$ cat src/drr_pkg.sv
// package: channel map and widths for the dma request router
package drr_pkg;
    localparam int unsigned NUM_CH = 64;
    localparam int unsigned NUM_ADC_FIFO = 6;
    localparam int unsigned NUM_SPI = 3;
    localparam int unsigned NUM_TMR_LO = 5;
    localparam int unsigned NUM_TPU = 5;
    localparam int unsigned NUM_TMR = 10;
    localparam int unsigned NUM_TPU_CH = 16;
    localparam int unsigned CH_ADC_BASE = 0;
    localparam int unsigned CH_SPI_BASE = 12;
    localparam int unsigned CH_SCI_TX = 18;
    localparam int unsigned CH_SCI_RX = 19;
    localparam int unsigned CH_TMR_BASE = 20;
    localparam int unsigned CH_TMR8 = 25;
    localparam int unsigned CH_TMR9 = 26;
    localparam int unsigned CH_TPU_BASE = 27;
    localparam int unsigned TMR_IDX_8 = 8;
    localparam int unsigned TMR_IDX_9 = 9;
    localparam logic [63:0] REQ_RESET = 64'h0000_0000_0000_0000;
endpackage : drr_pkg

$ cat src/drr_router.sv
// dma request router: maps peripheral request flags onto 64 channel inputs
module drr_router (
    input wire logic mclk,
    input wire logic rst,
    input wire logic [drr_pkg::NUM_ADC_FIFO-1:0] adc_cmd_fill,
    input wire logic [drr_pkg::NUM_ADC_FIFO-1:0] adc_rslt_drain,
    input wire logic [drr_pkg::NUM_SPI-1:0] spi_tx_fill,
    input wire logic [drr_pkg::NUM_SPI-1:0] spi_rx_drain,
    input wire logic sci_a_tdre,
    input wire logic sci_a_tc,
    input wire logic sci_a_lin_tx,
    input wire logic sci_a_rdrf,
    input wire logic sci_a_lin_rx,
    input wire logic [drr_pkg::NUM_TMR-1:0] tmr_flag,
    input wire logic [drr_pkg::NUM_TPU_CH-1:0] tpu_dtr,
    output logic [drr_pkg::NUM_CH-1:0] dma_req
);
    // one registered stage so outputs come from flops; no sticky hold, level follows source
    typedef struct packed {
        logic [drr_pkg::NUM_CH-1:0] req;
        // low for the first edge after reset, when $past still sees reset-time inputs
        logic armed;
    } drr_state_t;

    drr_state_t state_ff;
    drr_state_t nxt_state;
    logic [drr_pkg::NUM_TPU-1:0] tpu_sel;

    drr_tpu_sel u_tpu_sel (
        .tpu_dtr(tpu_dtr),
        .tpu_sel(tpu_sel)
    );

    always_comb
    begin
        nxt_state.req = drr_pkg::REQ_RESET;
        nxt_state.armed = 1'b1;
        for (int i = 0; i < drr_pkg::NUM_ADC_FIFO; i++)
        begin
            nxt_state.req[drr_pkg::CH_ADC_BASE + 2*i] = adc_cmd_fill[i];
            nxt_state.req[drr_pkg::CH_ADC_BASE + 2*i + 1] = adc_rslt_drain[i];
        end
        for (int i = 0; i < drr_pkg::NUM_SPI; i++)
        begin
            nxt_state.req[drr_pkg::CH_SPI_BASE + 2*i] = spi_tx_fill[i];
            nxt_state.req[drr_pkg::CH_SPI_BASE + 2*i + 1] = spi_rx_drain[i];
        end
        nxt_state.req[drr_pkg::CH_SCI_TX] = sci_a_tdre | sci_a_tc | sci_a_lin_tx;
        nxt_state.req[drr_pkg::CH_SCI_RX] = sci_a_rdrf | sci_a_lin_rx;
        for (int i = 0; i < drr_pkg::NUM_TMR_LO; i++)
        begin
            nxt_state.req[drr_pkg::CH_TMR_BASE + i] = tmr_flag[i];
        end
        nxt_state.req[drr_pkg::CH_TMR8] = tmr_flag[drr_pkg::TMR_IDX_8];
        nxt_state.req[drr_pkg::CH_TMR9] = tmr_flag[drr_pkg::TMR_IDX_9];
        for (int i = 0; i < drr_pkg::NUM_TPU; i++)
        begin
            nxt_state.req[drr_pkg::CH_TPU_BASE + i] = tpu_sel[i];
        end
    end

    // one cycle of delay; sources hold their level until serviced, so nothing is lost
    always_ff @(posedge mclk or posedge rst)
    begin
        if (rst)
            state_ff <= '{req: drr_pkg::REQ_RESET, armed: 1'b0};
        else
            state_ff <= nxt_state;
    end

    assign dma_req = state_ff.req;
endmodule // drr_router

$ cat src/drr_tpu_sel.sv
// selects the five time processor unit channels that feed dma channels 27..31
module drr_tpu_sel (
    input wire logic [drr_pkg::NUM_TPU_CH-1:0] tpu_dtr,
    output logic [drr_pkg::NUM_TPU-1:0] tpu_sel
);
    // channels 0, 1, 2, 14, 15 only
    assign tpu_sel = {tpu_dtr[15], tpu_dtr[14], tpu_dtr[2], tpu_dtr[1], tpu_dtr[0]};
endmodule // drr_tpu_sel

$ cat config.mk
export PLATFORM = sky130hd
export DESIGN_NAME = drr_router
export DESIGN_NICKNAME = d
export VERILOG_FILES = /design/src/drr_pkg.sv /design/src/drr_router.sv /design/src/drr_tpu_sel.sv
export SDC_FILE = /design/constraint.sdc
export NUM_CORES = 1
export LEC_CHECK = 0
export ABC_CLOCK_PERIOD_IN_PS = 1500
export BUFFER_PORTS_ARGS = -buffer_cell sky130_fd_sc_hd__buf_4
export CAP_MARGIN = 10
export CORE_MARGIN = 2
export CORE_UTILIZATION = 36
export DETAILED_ROUTE_END_ITERATION = 8
export GPL_ROUTABILITY_DRIVEN = 0
export GPL_TIMING_DRIVEN = 0
export HOLD_SLACK_MARGIN = 0.06
export PLACE_DENSITY = 0.83
export RECOVER_POWER = 100
export SLEW_MARGIN = 20
export SYNTH_ARGS = -nofsm -noshare
export SYNTH_HDL_FRONTEND = slang
export SYNTH_SLANG_ARGS = --single-unit
$ cat constraint.sdc
create_clock -name mclk -period 1.5 [get_ports mclk]
set_input_delay 0.075 -clock mclk [delete_from_list [all_inputs] [get_ports mclk]]
set_output_delay 0.075 -clock mclk [all_outputs]
set_load 0.1 [all_outputs]
==> results by group <==
Status
  – Outcome: completed

Clock network
  – CTS Hold Bufs: 34
  – Clk pin slew, worst setup/hold paths: 80 ps
  – Resized cells post-CTS: 0
  – Clock Sinks: 32
  – Max clock buf depth: 2
  – Clock root cell: clkbuf_4
  – CTS buffer count: 5
  – CTS H-tree lvls: 2
  – TritonCTS clock tree: done
  – Post-CTS Setup Inserts: 0

Floorplanning
  – DIE WIDTH: 58.3 um
  – Area of the core: 2780 um^2
  – Die Area: 3400 um^2
  – Initial cell density of the core: 0.381
  – Die Ht: 58.3 um
  – Io pins: 115
  – FP Rows: 19

Pwr
  – Maximum VDD drop: 0.970 mV
  – P per Cell Area: 1110 nW/um^2
  – Leakage: 1.12 nW

Detailed routing
  – 1st-pass router iterations: 3
  – Final wirelength: 2700 um
  – Starting DRT DRC Count: 12
  – Via count: 880
  – Remaining antenna violation count: 0
  – DRC Markers: 0
  – Routed WL per cell: 11.3 um
  – Vias/cell: 3.70

Layout
  – Antenna cell count: 0
  – Fillers: 208
  – Net total in the final layout: 260
  – Max reg flops: 32
  – P&R area growth vs syn: 91.7%
  – Share of layout cells above drive strength 1: 0.517

Synth
  – Synth area leaders: dfrtp_1 75%, buf_4 23%, or2_2 0.59%
  – Share of flip-flops with an asynchronous set or reset: 1.00
  – Gate Count Post-Synth: 68
  – Sequential share of the synthesized area: 0.755
  – Leading area contributor after synthesis: dfrtp_1
  – Mean post-synth cell area: 15.6 um^2
  – Synth Cell Area: 1060 um^2
  – Yosys top cell area share: 0.755
  – Yosys reg bits: 32
  – Top cells by count, synth: 32 x buf_4, 32 x dfrtp_1
  – Main flop type after synthesis: dfrtp_1
  – Netlist cell types: 6
  – Synthesis Warnings: 0
  – Post-synth EDFFs: 0

Flow run
  – Max capacitance violation total: 0

Global route
  – GR Util met1: 0.136
  – Largest net degree at the start of global routing: 33
  – Grt peak-use layer: met2
  – Gr usage total: 0.174
  – First-pass GRT wire length: 4080 um
  – Vias in the first global route: 903
  – Grt met2 use: 0.352
  – Total grt overflow: 0
  – Initial antenna violation count: 0
  – Met3 Usage GRT: 0.0813

Critical path
  – Req. time, crit path: 1710 ps
  – Startpoint types: input port
  – Crit path capture type: register
  – Crit-path max FO: 1
  – WP data arrival: 1610 ps
  – Setup Crit Path Kind: in -> reg

STA
  – Fin. max-slew vios: 0
  – Post-route setup TNS: 0 ps
  – Final cycle utilization of the critical path: 0.932
  – Relative slew margins: 0.576
  – Hold Fails Final Rpt: 0
  – Tmin final: 1400 ps
  – Setup violators final: 0
  – RSZ-0062 raised after global routing: no
  – Worst slew pin tran: 636 ps
  – WHS: 404 ps
  – Max Clk Rate: 0.715 GHz

Placed design
  – Post-DP HPWL: 1790 um
  – Port buffer count: 68

Worst hold path
  – Hold WC Path Type: in -> async
==> cell usage in the layout, fill, tap and decap left out, drive strengths merged <==
cell type,n
or2,1
inv,1
buf,35
dlygate4sd3,35
conb,32
or3,1
dfrtp,32
clkbuf,70
==> metrics by stage <==
stage / total power, mW / util / instances / setup WS, ps / instance area, um^2
2_1_floorplan: 1.69 / - / 99 / 542 / 1180
3_3_place_gp: 1.83 / 0.621 / 198 / 410 / 1730
3_5_place_dp: 1.84 / 0.621 / 198 / 304 / 1730
4_1_cts: 2.31 / 0.757 / 237 / 146 / 2100
5_1_grt: 2.35 / 0.731 / 238 / 81.2 / 2030
6_report: 2.26 / 0.731 / 238 / 101 / 2030
==> worst max path at each step <==
stage               startpoint          end  slack (ps)  cells after the start
global placement           rst  dma_req[10]         410                      2
global route        sci_a_tdre  dma_req[18]          80                      4
detailed placement         rst   dma_req[1]         300                      2
CTS                 sci_a_tdre  dma_req[18]         150                      4
finish              sci_a_tdre  dma_req[18]         100                      4
floorplan           dma_req[0]   dma_req[0]         540                      0
==> where the power goes <==
| group | internal [mW] | total [mW] | leakage [nW] | switching [mW] |
|---|---|---|---|---|
| Sequential | 0.905 | 0.918 | 0.369 | 0.0127 |
| Combinational | 0.199 | 0.951 | 0.728 | 0.752 |
| Clock | 0.156 | 0.390 | 0.0230 | 0.234 |
==> cell type report <==
cell class,instances,area (um^2),share of cell area
multi-input combinational,34,133,0.0652
inverter,1,3.75,0.00185
buffer,32,240,0.118
tap,31,38.8,0.0191
timing repair buffer,103,781,0.384
clock buffer,5,37.5,0.0185
sequential,32,801,0.394
==> metal layers <==
layer / part of all wire / routed length (um)
met5: 0 / 0
met4: 0.018 / 49
met1: 0.26 / 713
met3: 0.11 / 292
met2: 0.61 / 1640
==> worst max-delay path: stages <==
cell and delay (ps):
dlygate4sd3_1 540, clkbuf_4 140, or3_1 290, dlygate4sd3_1 560
==> logic make-up (layout without fill, tap and decap cells) <==
group	count (synthesis)	in the layout	share of synthesized area
buf+inv	33	141	0.230
simple gates	2	2	0.0118
flops	32	32	0.755
other cells	1	32	0.00353
Note: power is estimated with default switching activity, not from simulation.
